===== src/hw/t1dl_regs.svh =====
`ifndef T1DL_REGS_SVH
`define T1DL_REGS_SVH
// ****************************************************************
// register indices (byte address is four times the index)
// ****************************************************************
`define T1DL_I_RX_CTRL1 9'h010
`define T1DL_I_RX_T1CTRL2 9'h014
`define T1DL_I_RX_CODE_CTRL 9'h015
`define T1DL_I_RX_CODE_VAL 9'h063
`define T1DL_I_RX_MSG1 9'h064
`define T1DL_I_RX_MSG2 9'h065
`define T1DL_I_RX_MSG3 9'h066
`define T1DL_I_RX_LSTAT7 9'h096
`define T1DL_I_RX_IMASK7 9'h0a6
`define T1DL_I_TX_LINK_CTRL2 9'h113
`define T1DL_I_TX_OH_BYTE 9'h162
`define T1DL_I_TX_CODE_VAL 9'h163
`define T1DL_I_TX_CTRL1 9'h181
`define T1DL_I_TX_CTRL2 9'h182
`define T1DL_I_TX_LSTAT2 9'h191
`define T1DL_I_TX_IMASK2 9'h1a1
// ****************************************************************
// field positions
// ****************************************************************
`define T1DL_B_D4_SELECT 5
`define T1DL_B_SYNC_ENABLE 4
`define T1DL_B_CODE_DET 0
`define T1DL_B_CODE_CLR 1
`define T1DL_B_MSG_UPDATE 3
`define T1DL_B_SEND_CODE 6
`define T1DL_B_PASSTHRU 6
`define T1DL_B_FDL_SOURCE 7
`define T1DL_B_FDL_EMPTY 4
// ****************************************************************
// reset values and counts
// ****************************************************************
`define T1DL_RST_BYTE 8'h00
`define T1DL_MF_FS_BITS 6'h24
`define T1DL_ALIGN_BITS 12
`define T1DL_ALIGN_PATTERN 12'h1c7
`define T1DL_BYTE_LAST_ESF 3'h7
`define T1DL_BYTE_LAST_D4 3'h5
`define T1DL_CODE_FLAG 8'hff
`define T1DL_CODE_LEN 16
`define T1DL_FILT_STEP 3'h2
`define T1DL_DIS_STEP 7'h10
`endif


===== src/hw/t1dl_pkg.sv =====
package t1dl_pkg;
    // ****************************************************************
    // line side carriers
    // ****************************************************************
    typedef struct packed {
        logic fs_valid;
        logic fs_bit;
        logic fdl_valid;
        logic fdl_bit;
    } t1dl_rx_line_s;
    typedef struct packed {
        logic slot;
        logic fbit;
    } t1dl_tx_slot_s;
    typedef struct packed {
        logic insert;
        logic data;
    } t1dl_tx_out_s;
    typedef enum logic [1:0] {
        T1DL_SRC_NONE,
        T1DL_SRC_CODE,
        T1DL_SRC_BYTE
    } t1dl_src_e;
    typedef logic [7:0] t1dl_byte_t;
endpackage : t1dl_pkg


===== src/hw/t1dl_overhead.sv =====
`include "t1dl_regs.svh"
// Operation
// - loop-carrier multiframe is six D4 superframes, 72 frames, fields in Fs bits.
// - 36 Ft bits; other 36 carry message fields and 12 alignment bits.
// - loading the three message registers sets update flag, status seven bit 3.
// - no update flag while the 12-bit alignment pattern is missing.
// - transmit code generator works only in T1 mode.
// - send-code bit starts code insertion at once, repeats while set, adds flag.
// - in ESF only, received data-link bits are watched for a valid code.
// - code held for filter time sets detected flag, code shown in register.
// - cleared detected flag stays clear until new code or repeat after clear.
// - code absent for disintegration time sets code-cleared flag, bit 1.
// - detected and cleared flags drive low interrupt when unmasked.
// - source-select bit shifts overhead byte as FDL in ESF, Fs in D4.
// - each overhead byte goes out least significant bit first.
// - after eight bits in ESF, six in D4, empty flag sets; unmasked it drives interrupt.
// - without a new byte within 2 ms the old byte repeats.
// - no zero stuffing on overhead byte data.
module t1dl_overhead
    import t1dl_pkg::*;
(
    input wire logic clk_i, // 100 MHz
    input wire logic rst_i, // sync reset, high
    input wire logic cyc_i, // wishbone cycle
    input wire logic stb_i, // wishbone strobe
    input wire logic we_i, // wishbone write
    input wire logic [10:0] adr_i, // byte address
    input wire logic [3:0] sel_i, // byte enables
    input wire logic [31:0] dat_i, // write data
    output logic [31:0] dat_o, // read data
    output logic ack_o, // wishbone ack
    input wire logic t1_mode_i, // framer in T1 line mode
    input wire t1dl_rx_line_s rx_line_i, // received overhead bits
    input wire t1dl_tx_slot_s tx_slot_i, // transmit overhead slot
    output t1dl_tx_out_s tx_out_o, // overhead bit to insert
    output logic interrupt_out_n // interrupt, low active
);
    // ****************************************************************
    // registers
    // ****************************************************************
    t1dl_byte_t rx_control_one;
    t1dl_byte_t rx_t1_control_two;
    t1dl_byte_t rx_code_control;
    t1dl_byte_t rx_code_value;
    t1dl_byte_t rx_message_regs [3];
    t1dl_byte_t rx_latched_status_seven;
    t1dl_byte_t rx_interrupt_mask_seven;
    t1dl_byte_t tx_link_control_two;
    t1dl_byte_t tx_overhead_byte;
    t1dl_byte_t tx_code_value;
    t1dl_byte_t tx_control_one;
    t1dl_byte_t tx_control_two;
    t1dl_byte_t tx_latched_status_two;
    t1dl_byte_t tx_interrupt_mask_two;
    logic [8:0] idx;
    logic wr;
    logic [7:0] wd;
    logic [7:0] next_rd;
    logic d4_mode;
    logic msg_event;
    logic det_event;
    logic clr_event;
    logic empty_event;
    assign idx = adr_i[10:2];
    assign wd = dat_i[7:0];
    assign wr = cyc_i && stb_i && we_i && ack_o && sel_i[0];
    assign d4_mode = rx_control_one[`T1DL_B_D4_SELECT];
    // ****************************************************************
    // wishbone slave
    // ****************************************************************
    always_comb
    begin
        next_rd = `T1DL_RST_BYTE;
        case (idx)
            `T1DL_I_RX_CTRL1: next_rd = rx_control_one;
            `T1DL_I_RX_T1CTRL2: next_rd = rx_t1_control_two;
            `T1DL_I_RX_CODE_CTRL: next_rd = rx_code_control;
            `T1DL_I_RX_CODE_VAL: next_rd = rx_code_value;
            `T1DL_I_RX_MSG1: next_rd = rx_message_regs[0];
            `T1DL_I_RX_MSG2: next_rd = rx_message_regs[1];
            `T1DL_I_RX_MSG3: next_rd = rx_message_regs[2];
            `T1DL_I_RX_LSTAT7: next_rd = rx_latched_status_seven;
            `T1DL_I_RX_IMASK7: next_rd = rx_interrupt_mask_seven;
            `T1DL_I_TX_LINK_CTRL2: next_rd = tx_link_control_two;
            `T1DL_I_TX_OH_BYTE: next_rd = tx_overhead_byte;
            `T1DL_I_TX_CODE_VAL: next_rd = tx_code_value;
            `T1DL_I_TX_CTRL1: next_rd = tx_control_one;
            `T1DL_I_TX_CTRL2: next_rd = tx_control_two;
            `T1DL_I_TX_LSTAT2: next_rd = tx_latched_status_two;
            `T1DL_I_TX_IMASK2: next_rd = tx_interrupt_mask_two;
            default: next_rd = `T1DL_RST_BYTE;
        endcase
    end

    always_ff @(posedge clk_i)
    begin
        if (rst_i)
        begin
            ack_o <= 1'b0;
            dat_o <= 32'h0000_0000;
        end
        else
        begin
            ack_o <= cyc_i && stb_i && !ack_o;
            dat_o <= {24'h00_0000, next_rd};
        end
    end

    // plain read/write control registers
    always_ff @(posedge clk_i)
    begin
        if (rst_i)
        begin
            rx_control_one <= `T1DL_RST_BYTE;
            rx_t1_control_two <= `T1DL_RST_BYTE;
            rx_code_control <= `T1DL_RST_BYTE;
            rx_interrupt_mask_seven <= `T1DL_RST_BYTE;
            tx_link_control_two <= `T1DL_RST_BYTE;
            tx_overhead_byte <= `T1DL_RST_BYTE;
            tx_code_value <= `T1DL_RST_BYTE;
            tx_control_one <= `T1DL_RST_BYTE;
            tx_control_two <= `T1DL_RST_BYTE;
            tx_interrupt_mask_two <= `T1DL_RST_BYTE;
        end
        else if (wr)
        begin
            case (idx)
                `T1DL_I_RX_CTRL1: rx_control_one <= wd;
                `T1DL_I_RX_T1CTRL2: rx_t1_control_two <= wd;
                `T1DL_I_RX_CODE_CTRL: rx_code_control <= wd;
                `T1DL_I_RX_IMASK7: rx_interrupt_mask_seven <= wd;
                `T1DL_I_TX_LINK_CTRL2: tx_link_control_two <= wd;
                `T1DL_I_TX_OH_BYTE: tx_overhead_byte <= wd;
                `T1DL_I_TX_CODE_VAL: tx_code_value <= wd;
                `T1DL_I_TX_CTRL1: tx_control_one <= wd;
                `T1DL_I_TX_CTRL2: tx_control_two <= wd;
                `T1DL_I_TX_IMASK2: tx_interrupt_mask_two <= wd;
                default: ;
            endcase
        end
    end

    // ****************************************************************
    // latched status, write one to clear, set wins
    // ****************************************************************
    always_ff @(posedge clk_i)
    begin
        if (rst_i)
        begin
            rx_latched_status_seven <= `T1DL_RST_BYTE;
            tx_latched_status_two <= `T1DL_RST_BYTE;
        end
        else
        begin
            rx_latched_status_seven <= (rx_latched_status_seven
                & ~((wr && idx == `T1DL_I_RX_LSTAT7) ? wd : 8'h00))
                | (8'(msg_event) << `T1DL_B_MSG_UPDATE)
                | (8'(det_event) << `T1DL_B_CODE_DET)
                | (8'(clr_event) << `T1DL_B_CODE_CLR);
            tx_latched_status_two <= (tx_latched_status_two
                & ~((wr && idx == `T1DL_I_TX_LSTAT2) ? wd : 8'h00))
                | (8'(empty_event) << `T1DL_B_FDL_EMPTY);
        end
    end

    always_ff @(posedge clk_i)
    begin
        if (rst_i)
            interrupt_out_n <= 1'b1;
        else
            interrupt_out_n <= !(
                (rx_latched_status_seven[`T1DL_B_CODE_DET]
                    && rx_interrupt_mask_seven[`T1DL_B_CODE_DET])
                || (rx_latched_status_seven[`T1DL_B_CODE_CLR]
                    && rx_interrupt_mask_seven[`T1DL_B_CODE_CLR])
                || (tx_latched_status_two[`T1DL_B_FDL_EMPTY]
                    && tx_interrupt_mask_two[`T1DL_B_FDL_EMPTY]));
    end

    // ****************************************************************
    // receive loop-carrier message extraction
    // ****************************************************************
    logic [35:0] fs_shift;
    logic [5:0] fs_count;
    logic aligned;
    assign aligned = fs_shift[`T1DL_ALIGN_BITS-1:0] == `T1DL_ALIGN_PATTERN;
    // one Fs bit per two frames: 36 per 72-frame multiframe
    always_ff @(posedge clk_i)
    begin
        if (rst_i)
        begin
            fs_shift <= 36'h0_0000_0000;
            fs_count <= 6'h00;
            msg_event <= 1'b0;
            for (int i = 0; i < 3; i++)
                rx_message_regs[i] <= `T1DL_RST_BYTE;
        end
        else
        begin
            msg_event <= 1'b0;
            if (rx_line_i.fs_valid && t1_mode_i && d4_mode
                && rx_t1_control_two[`T1DL_B_SYNC_ENABLE])
            begin
                fs_shift <= {rx_line_i.fs_bit, fs_shift[35:1]};
                if (fs_count != `T1DL_MF_FS_BITS)
                    fs_count <= fs_count + 6'h01;
            end
            else if (fs_count == `T1DL_MF_FS_BITS)
            begin
                fs_count <= 6'h00;
                if (aligned)
                begin
                    msg_event <= 1'b1;
                    for (int i = 0; i < 3; i++)
                        rx_message_regs[i] <= fs_shift[12+8*i +: 8];
                end
            end
        end
    end

    // ****************************************************************
    // receive code detector
    // ****************************************************************
    logic [15:0] code_shift;
    logic [5:0] cand_code;
    logic [2:0] match_cnt;
    logic [6:0] gap_cnt;
    logic present;
    logic frame_ok;
    logic [5:0] seen_code;
    logic [2:0] need;
    logic [6:0] gap_limit;
    // flag first, then 0, code LSB first, closing 0
    assign frame_ok = code_shift[7:0] == `T1DL_CODE_FLAG
        && !code_shift[8] && !code_shift[15];
    assign seen_code = code_shift[14:9];
    assign need = 3'h1 + `T1DL_FILT_STEP * {1'b0, rx_code_control[1:0]};
    assign gap_limit = `T1DL_DIS_STEP * (7'h1 + {5'h00, rx_code_control[5:4]});
    always_ff @(posedge clk_i)
    begin
        if (rst_i)
        begin
            code_shift <= 16'h0000;
            cand_code <= 6'h00;
            match_cnt <= 3'h0;
            gap_cnt <= 7'h00;
            present <= 1'b0;
            rx_code_value <= `T1DL_RST_BYTE;
            det_event <= 1'b0;
            clr_event <= 1'b0;
        end
        else
        begin
            det_event <= 1'b0;
            clr_event <= 1'b0;
            if (rx_line_i.fdl_valid && t1_mode_i && !d4_mode)
            begin
                code_shift <= {rx_line_i.fdl_bit, code_shift[15:1]};
                if (frame_ok)
                begin
                    gap_cnt <= 7'h00;
                    code_shift <= {rx_line_i.fdl_bit, 15'h7fff};
                    if (seen_code != cand_code || match_cnt == 3'h0)
                    begin
                        cand_code <= seen_code;
                        match_cnt <= 3'h1;
                    end
                    else if (match_cnt != need)
                        match_cnt <= match_cnt + 3'h1;
                    if ((match_cnt + 3'h1 >= need || (seen_code == cand_code
                        && match_cnt == need)) && seen_code == cand_code
                        && (!present || rx_code_value[5:0] != seen_code))
                    begin
                        present <= 1'b1;
                        det_event <= 1'b1;
                        rx_code_value <= {2'b00, seen_code};
                    end
                end
                else if (gap_cnt != gap_limit)
                    gap_cnt <= gap_cnt + 7'h01;
                else if (present)
                begin
                    present <= 1'b0;
                    match_cnt <= 3'h0;
                    clr_event <= 1'b1;
                end
            end
        end
    end

    // ****************************************************************
    // transmit code generator and overhead byte shifter
    // ****************************************************************
    logic [3:0] code_pos;
    logic [15:0] code_word;
    logic [7:0] byte_shift;
    logic [2:0] byte_pos;
    logic [2:0] byte_last;
    t1dl_src_e src;
    assign code_word = {1'b0, tx_code_value[5:0], 1'b0, `T1DL_CODE_FLAG};
    assign byte_last = d4_mode ? `T1DL_BYTE_LAST_D4 : `T1DL_BYTE_LAST_ESF;
    always_comb
    begin
        src = T1DL_SRC_NONE;
        if (t1_mode_i && tx_link_control_two[`T1DL_B_SEND_CODE])
            src = T1DL_SRC_CODE;
        else if (tx_control_two[`T1DL_B_FDL_SOURCE])
            src = T1DL_SRC_BYTE;
    end

    always_ff @(posedge clk_i)
    begin
        if (rst_i)
            code_pos <= 4'h0;
        else if (src != T1DL_SRC_CODE)
            code_pos <= 4'h0;
        else if (tx_slot_i.slot)
            code_pos <= code_pos + 4'h1;
    end

    // raw bits, no zero stuffing; old byte reloaded if not rewritten
    always_ff @(posedge clk_i)
    begin
        if (rst_i)
        begin
            byte_shift <= `T1DL_RST_BYTE;
            byte_pos <= 3'h0;
            empty_event <= 1'b0;
        end
        else
        begin
            empty_event <= 1'b0;
            if (src != T1DL_SRC_BYTE)
            begin
                byte_pos <= 3'h0;
                byte_shift <= tx_overhead_byte;
            end
            else if (tx_slot_i.slot)
            begin
                if (byte_pos == byte_last)
                begin
                    byte_pos <= 3'h0;
                    byte_shift <= tx_overhead_byte;
                    empty_event <= 1'b1;
                end
                else
                begin
                    byte_pos <= byte_pos + 3'h1;
                    byte_shift <= {1'b0, byte_shift[7:1]};
                end
            end
        end
    end

    always_ff @(posedge clk_i)
    begin
        if (rst_i)
            tx_out_o <= '0;
        else
        begin
            tx_out_o.insert <= !tx_control_one[`T1DL_B_PASSTHRU]
                && src != T1DL_SRC_NONE;
            case (src)
                T1DL_SRC_CODE: tx_out_o.data <= code_word[code_pos];
                T1DL_SRC_BYTE: tx_out_o.data <= byte_shift[0];
                T1DL_SRC_NONE: tx_out_o.data <= tx_slot_i.fbit;
                default: tx_out_o.data <= tx_slot_i.fbit;
            endcase
        end
    end
endmodule : t1dl_overhead


===== config.mk =====
export PLATFORM = sky130hd
export DESIGN_NAME = t1dl_overhead
export DESIGN_NICKNAME = d
export VERILOG_FILES = /design/src/hw/t1dl_pkg.sv /design/src/hw/t1dl_overhead.sv
export VERILOG_INCLUDE_DIRS = /design/src /design/src/hw
export SDC_FILE = /design/constraint.sdc
export NUM_CORES = 1
export LEC_CHECK = 0
export BUFFER_PORTS_ARGS = -buffer_cell sky130_fd_sc_hd__buf_2
export CAP_MARGIN = 10
export CORE_AREA = 2 2 152 154
export DETAILED_ROUTE_END_ITERATION = 7
export DIE_AREA = 0 0 154 156
export MAX_ROUTING_LAYER = met4
export PLACE_DENSITY = 0.71
export SLEW_MARGIN = 40
export SYNTH_ARGS = -nofsm -noshare
export SYNTH_HDL_FRONTEND = slang
export SYNTH_SLANG_ARGS = --single-unit

===== constraint.sdc =====
create_clock -name clk_i -period 6.75 [get_ports clk_i]
set_input_delay 1.35 -clock clk_i [delete_from_list [all_inputs] [get_ports clk_i]]
set_output_delay 1.35 -clock clk_i [all_outputs]
set_load 0.03 [all_outputs]

-- After elaboration in Yosys (flattened, before gate mapping)
Memory sizes are Yosys's and may differ from the RTL's.
Index checks and enable logic that the tools add are counted.
- add/subtract/negate cells: 7
- $lt $le $gt $ge: 2
- eq/ne operators: 35
- mux-type cells: 40
- bitwise logic cells: 14
- reductions and logical operators: 61
- operators with widths (kind ; number):
    8-bit case mux with 16 select lines ; 1
    8-bit two-way mux ; 8
    9-bit equality test, second input constant ; 7
    9-bit by 7-bit equality test with 1-bit output, second input constant ; 4
    9-bit by 5-bit equality test with 1-bit output, second input constant ; 3
    2-bit AND reduction ; 12
    1-bit logical AND ; 22
    9-bit by 8-bit equality test with 1-bit output, second input constant ; 2
    3-bit two-way mux ; 6
    6-bit two-way mux ; 3
    8-bit bitwise AND ; 2
    8-bit inverter ; 2
    15-bit two-way mux ; 1
    1-bit two-way mux ; 14
    7-bit two-way mux ; 2
    12-bit by 9-bit equality test with 1-bit output, second input constant ; 1
    6-bit != test ; 2
    2-bit nonzero test ; 5
    3-bit AND reduction ; 3
    8-bit equality test, second input constant ; 1
    8-bit by 1-bit OR with 8-bit output ; 1
    8-bit by 2-bit OR with 8-bit output ; 1
    8-bit by 4-bit OR with 8-bit output ; 1
    8-bit by 5-bit OR with 8-bit output ; 1
    31 further kinds ; 54
- flip-flop bits (word level): 232
- memory bits (writable): 24
- bits of input ports: 59
- output and inout bits: 36
- memories: 1
- memories (name ; words ; width ; rd ports ; clocked after Yosys merged registers in ; wr ports ; line ; RTL):
    rx_message_regs ; 3 ; 8 ; 3 ; 0 ; 3 ; t1dl_overhead.sv:45 ; t1dl_byte_t rx_message_regs [3];

-- Longest topological paths before layout
- depth after elaboration: 11
- depth in mapped cells: 8
- depth with buffers taken out: 8

-- Worst setup path before layout
Ideal clock, no wire load.
- path type: input port to flip-flop
- start: input port adr_i[10]
- end: register rx_t1_control_two[7]
- library setup time: 128 ps
- arrival: 2940 ps
- data required time: 6622 ps
- slack: 3683 ps
- stages: 8
- path through: clkbuf_1 > or3b_2 > buf_2 > nor3_4 > and3_1 > buf_2 > mux2i_1 > nor2_1
- longest elaborated chain between the ends: 2
- ends and longest elaborated chain (element ; line ; RTL):
    start: declaration ; t1dl_overhead.sv:27 ; input wire logic [10:0] adr_i,
    9-bit by 5-bit equality test with 1-bit output ; t1dl_overhead.sv:127 ; case (idx)
    2-bit AND reduction (no source line) ; n/a ;
    end signal: assignment ; t1dl_overhead.sv:115 ; rx_t1_control_two <= `T1DL_RST_BYTE;
    end signal: assignment ; t1dl_overhead.sv:129 ; `T1DL_I_RX_T1CTRL2: rx_t1_control_two <= wd;
    end: declaration ; t1dl_overhead.sv:42 ; t1dl_byte_t rx_t1_control_two;
Every way passes these cells.
A chain may end at the register's enable or synchronous reset.

-- Final worst setup path
- start: input port adr_i[2]
- end: register tx_interrupt_mask_two[0]
- longest elaborated chain between the ends: 2
- ends and longest elaborated chain (element ; line ; RTL):
    9-bit equality test ; t1dl_overhead.sv:127 ;
    2-bit AND reduction (no source line) ; n/a ;
    end signal: assignment ; t1dl_overhead.sv:123 ; tx_interrupt_mask_two <= `T1DL_RST_BYTE;
    end signal: assignment ; t1dl_overhead.sv:137 ; `T1DL_I_TX_IMASK2: tx_interrupt_mask_two <= wd;
    end: declaration ; t1dl_overhead.sv:54 ; t1dl_byte_t tx_interrupt_mask_two;
Every way passes these cells.

==> impl_metrics.csv <==
group,metric,value,unit
setup_path,critPathCaptureType,"register",
global_route,grtUsageTotal,22.31,%
detailed_routing,drt-pass1-iter-count,6,
yosys,synthMuxAreaShare,8.342,%
global_route,first_global_vias,7985,
finish,area_growth,9.829,%
setup_path,max_stage_delay,0.61,ns
detailed_routing,route.vias.total,8606,
finish,largest_reg_flops,36,
yosys,ys_async_sr_fraction,0,%
pwr,p_leak,3.952,nW
detailed_routing,drt_iter0_drc,754,
clocking,root_buffer,"clkbuf_16",
clocking,cts_made_buffers,25,
setup_path,cp_max_fo,21,
yosys,synth_top_cells_by_count,"208 x dfxtp_1, 169 x nand2_1, 112 x nor2_1",
finish,final_net_count,1254,
timing,post-route-period-util,49.38,%
yosys,syn_area_per_cell,8.844,sq um
yosys,synth_compound_area_share,13.35,%
pwr,power.density,249.7,mW/mm^2
timing,finalClockSkew,0.01830,ns
timing,rsz0062_at_grt,"no",
placed_design,gp_congestion,0.9850,
yosys,synth_seq_area_share,46.06,%
clocking,clk_latency,0.53,ns
status,run_status,"finished clean",
timing,slew_viol_final,0,
setup_path,r2r-end,"cand_code[3]",
floorplanning,core_area,0.02237,sq mm
setup_path,arrival,3.72,ns
yosys,ys_warn_count,0,
timing,tns,0,ns
floorplanning,io_pins,95,
setup_path,r2r_cells,6,
yosys,yosysMostFrequentCell,"dfxtp_1",
yosys,synthSimpleGateAreaFrac,22.83,%
detailed_routing,wirelength,26.34,mm
finish,reg_top3,"fs_shift x36, rx_message_regs x24, code_shift x16",
setup_path,crit_path_end,"tx_interrupt_mask_two[0]",
setup_path,critPathSlowestCell,"and3_1",
detailed_routing,drc,0,
floorplanning,start_util,47.41,%
setup_path,ff2ff_setup_slack,4.23,ns
yosys,netlist.area_leader.share,39.27,%
min_path,hp-class,"register to register",
pwr,peakVddDrop,0.1903,mV
yosys,yosys-top-cells-area,"dfxtp_1 39%, mux2i_1 8.0%, edfxtp_1 6.8%",
clocking,cts.sinks,232,
detailed_routing,avgRoutedWirePerCell,17.71,um
yosys,mappedNetlistArea,0.01060,sq mm
yosys,synthAdderAreaFrac,1.298,%
setup_path,path_cells,"buf_2 -> nand2b_1 -> nor3_1 -> and3_1 -> mux2i_1 -> nor2_1",
clocking,htree_levels,1,
detailed_routing,postRouteAntennaNets,0,
clocking,cts_hold_buf,0,
setup_path,path_class,"input pin to register",
floorplanning,rows,55,
setup_path,path_buf_inv,1,
clocking,cts_buffer_depth,3,
floorplanning,die_h,156,um
timing,hold_viol,0,
global_route,grt_max_degree,103,
placed_design,io_buffers,41,
setup_path,crit_path_start,"adr_i[2]",
yosys,synth_top_area_cell,"dfxtp_1",
timing,timing.slew.headroom,39.87,%
yosys,ys_types,74,
yosys,synthXorXnorAreaFrac,2.478,%
timing,finalSetupViolations,0,
clocking,cts_resized,0,
detailed_routing,via_per_inst,5.787,
placed_design,hpwl,17.15,mm
setup_path,path_delay_family,"simple AND/OR/NAND/NOR gates",
clocking,post-cts-setup-buffer-count,0,
clocking,path_clk_slew,0.06,ns
setup_path,required,7.13,ns
finish,fillers,2016,
global_route,grt_pass1_wl,42.25,mm
floorplanning,die_w,154,um
timing,worst_slew_pin_slew,0.8950,ns
clocking,cts_tree,"yes",
timing,clock.fmax,300.0,MHz
timing,min_period,3.333,ns
global_route,gr-total-overflow,0,
flow_run,cap_violations,0,
floorplanning,die_area,0.02402,sq mm
finish,top_register,"fs_shift",
setup_path,path_depth,6,
yosys,synth_edf_count,24,
setup_path,cp-start-kind,"input pin",
yosys,ys.flop_type,"dfxtp_1",
yosys,ys_ff_latch,232,
yosys,syn_inst,1199,
pwr,totalPowerFinal,2.908,mW
finish,diodes,0,
yosys,synth_top_family_by_area,"simple AND/OR/NAND/NOR gates",
setup_path,reg2reg_from,"rx_control_one[5]",
global_route,grt_antenna_before_repair,0,
finish,layout-drive-gt1-share,9.900,%
worst min-delay path: stages, from the launching register on:
cell and delay, ns:
dfxtp_1 0.31, a21oi_1 0.04, nor2_1 0.07
report_power, final:
| part | switching (mW) | internal, mW | total [mW] |
|---|---|---|---|
| Combinational | 0.108 | 0.0338 | 0.141 |
| Sequential | 0.00920 | 1.40 | 1.41 |
| Clock | 0.540 | 0.815 | 1.35 |
kinds of logic (layout without fill, tap and decap cells):
| kind of cell | after synthesis | after routing |
|---|---|---|
| buffers and inverters | 127 | 107 |
| XOR/XNOR | 30 | 30 |
| flip-flops | 232 | 232 |
| adder cells (fa/ha/maj) | 11 | 11 |
| multiplexers | 87 | 87 |
| other | 1 | 24 |
| AND/OR/NAND/NOR | 488 | 488 |
| AO/OA/AOI/OAI | 223 | 223 |
cell type report:
type | count | area [sq um] | share of cell area, %
multi-input cells | 863 | 5261 | 45.18
flip-flops and latches | 232 | 4885 | 41.94
clock buffers | 34 | 679.4 | 5.834
well taps | 285 | 356.6 | 3.062
repair buffers | 52 | 301.5 | 2.589
clock inverters | 11 | 125.1 | 1.074
inverters | 10 | 37.54 | 0.3223
stage by stage:
step,util (%),worst slack (ns),hold WS (ns),cell area [sq um],std cells
3_3_place_gp,48.21,2.725,0.4218,10780,1441
5_1_grt,52.07,3.320,0.4719,11650,1487
4_1_cts,51.92,3.210,0.4512,11610,1486
2_1_floorplan,-,3.683,0.4130,10690,1222
6_report,52.07,3.417,0.4470,11650,1487
3_5_place_dp,48.32,2.693,0.4370,10810,1441
worst min-delay path by stage:
stage,from,to,slack [ns],cells after the start
6_report,msg_event,rx_latched_status_seven[3],0.45,2
3_3_place_gp,msg_event,rx_latched_status_seven[3],0.42,2
4_1_cts,tx_latched_status_two[1],tx_latched_status_two[1],0.45,2
2_1_floorplan,det_event,rx_latched_status_seven[0],0.41,2
5_1_grt,tx_latched_status_two[7],tx_latched_status_two[7],0.47,2
3_5_place_dp,tx_latched_status_two[3],tx_latched_status_two[3],0.44,2
placed cells by master, fill, tap and decap left out, types with 7 or more instances in the layout:
master     count
nor2_1       111
a211oi_1      10
nand2b_1      19
a22oi_1       22
nand2_1      169
inv_1         10
a22o_1         7
a21oi_1      108
and3_1        12
xor2_1        13
clkbuf_1       7
nand4_1       18
and2_1        32
conb_1        24
xnor2_1       17
o31ai_1        7
clkbuf_16     25
dfxtp_1      208
nor3_1        39
or2_2          7
buf_2         40
a31oi_1        7
o21ai_0       21
buf_4          9
edfxtp_1      24
nand3_1       23
ha_1          11
mux2i_1       85
routing by layer:
metal	up-vias	GRT usage [%]	share of wire, %
met1	4050	28.40	43
met3	78	4.889	7.5
met4	0	8.545	3.6
li1	4136	-	-
met2	342	34.87	46
met5	-	-	0
(Power assumes the default switching activity.)
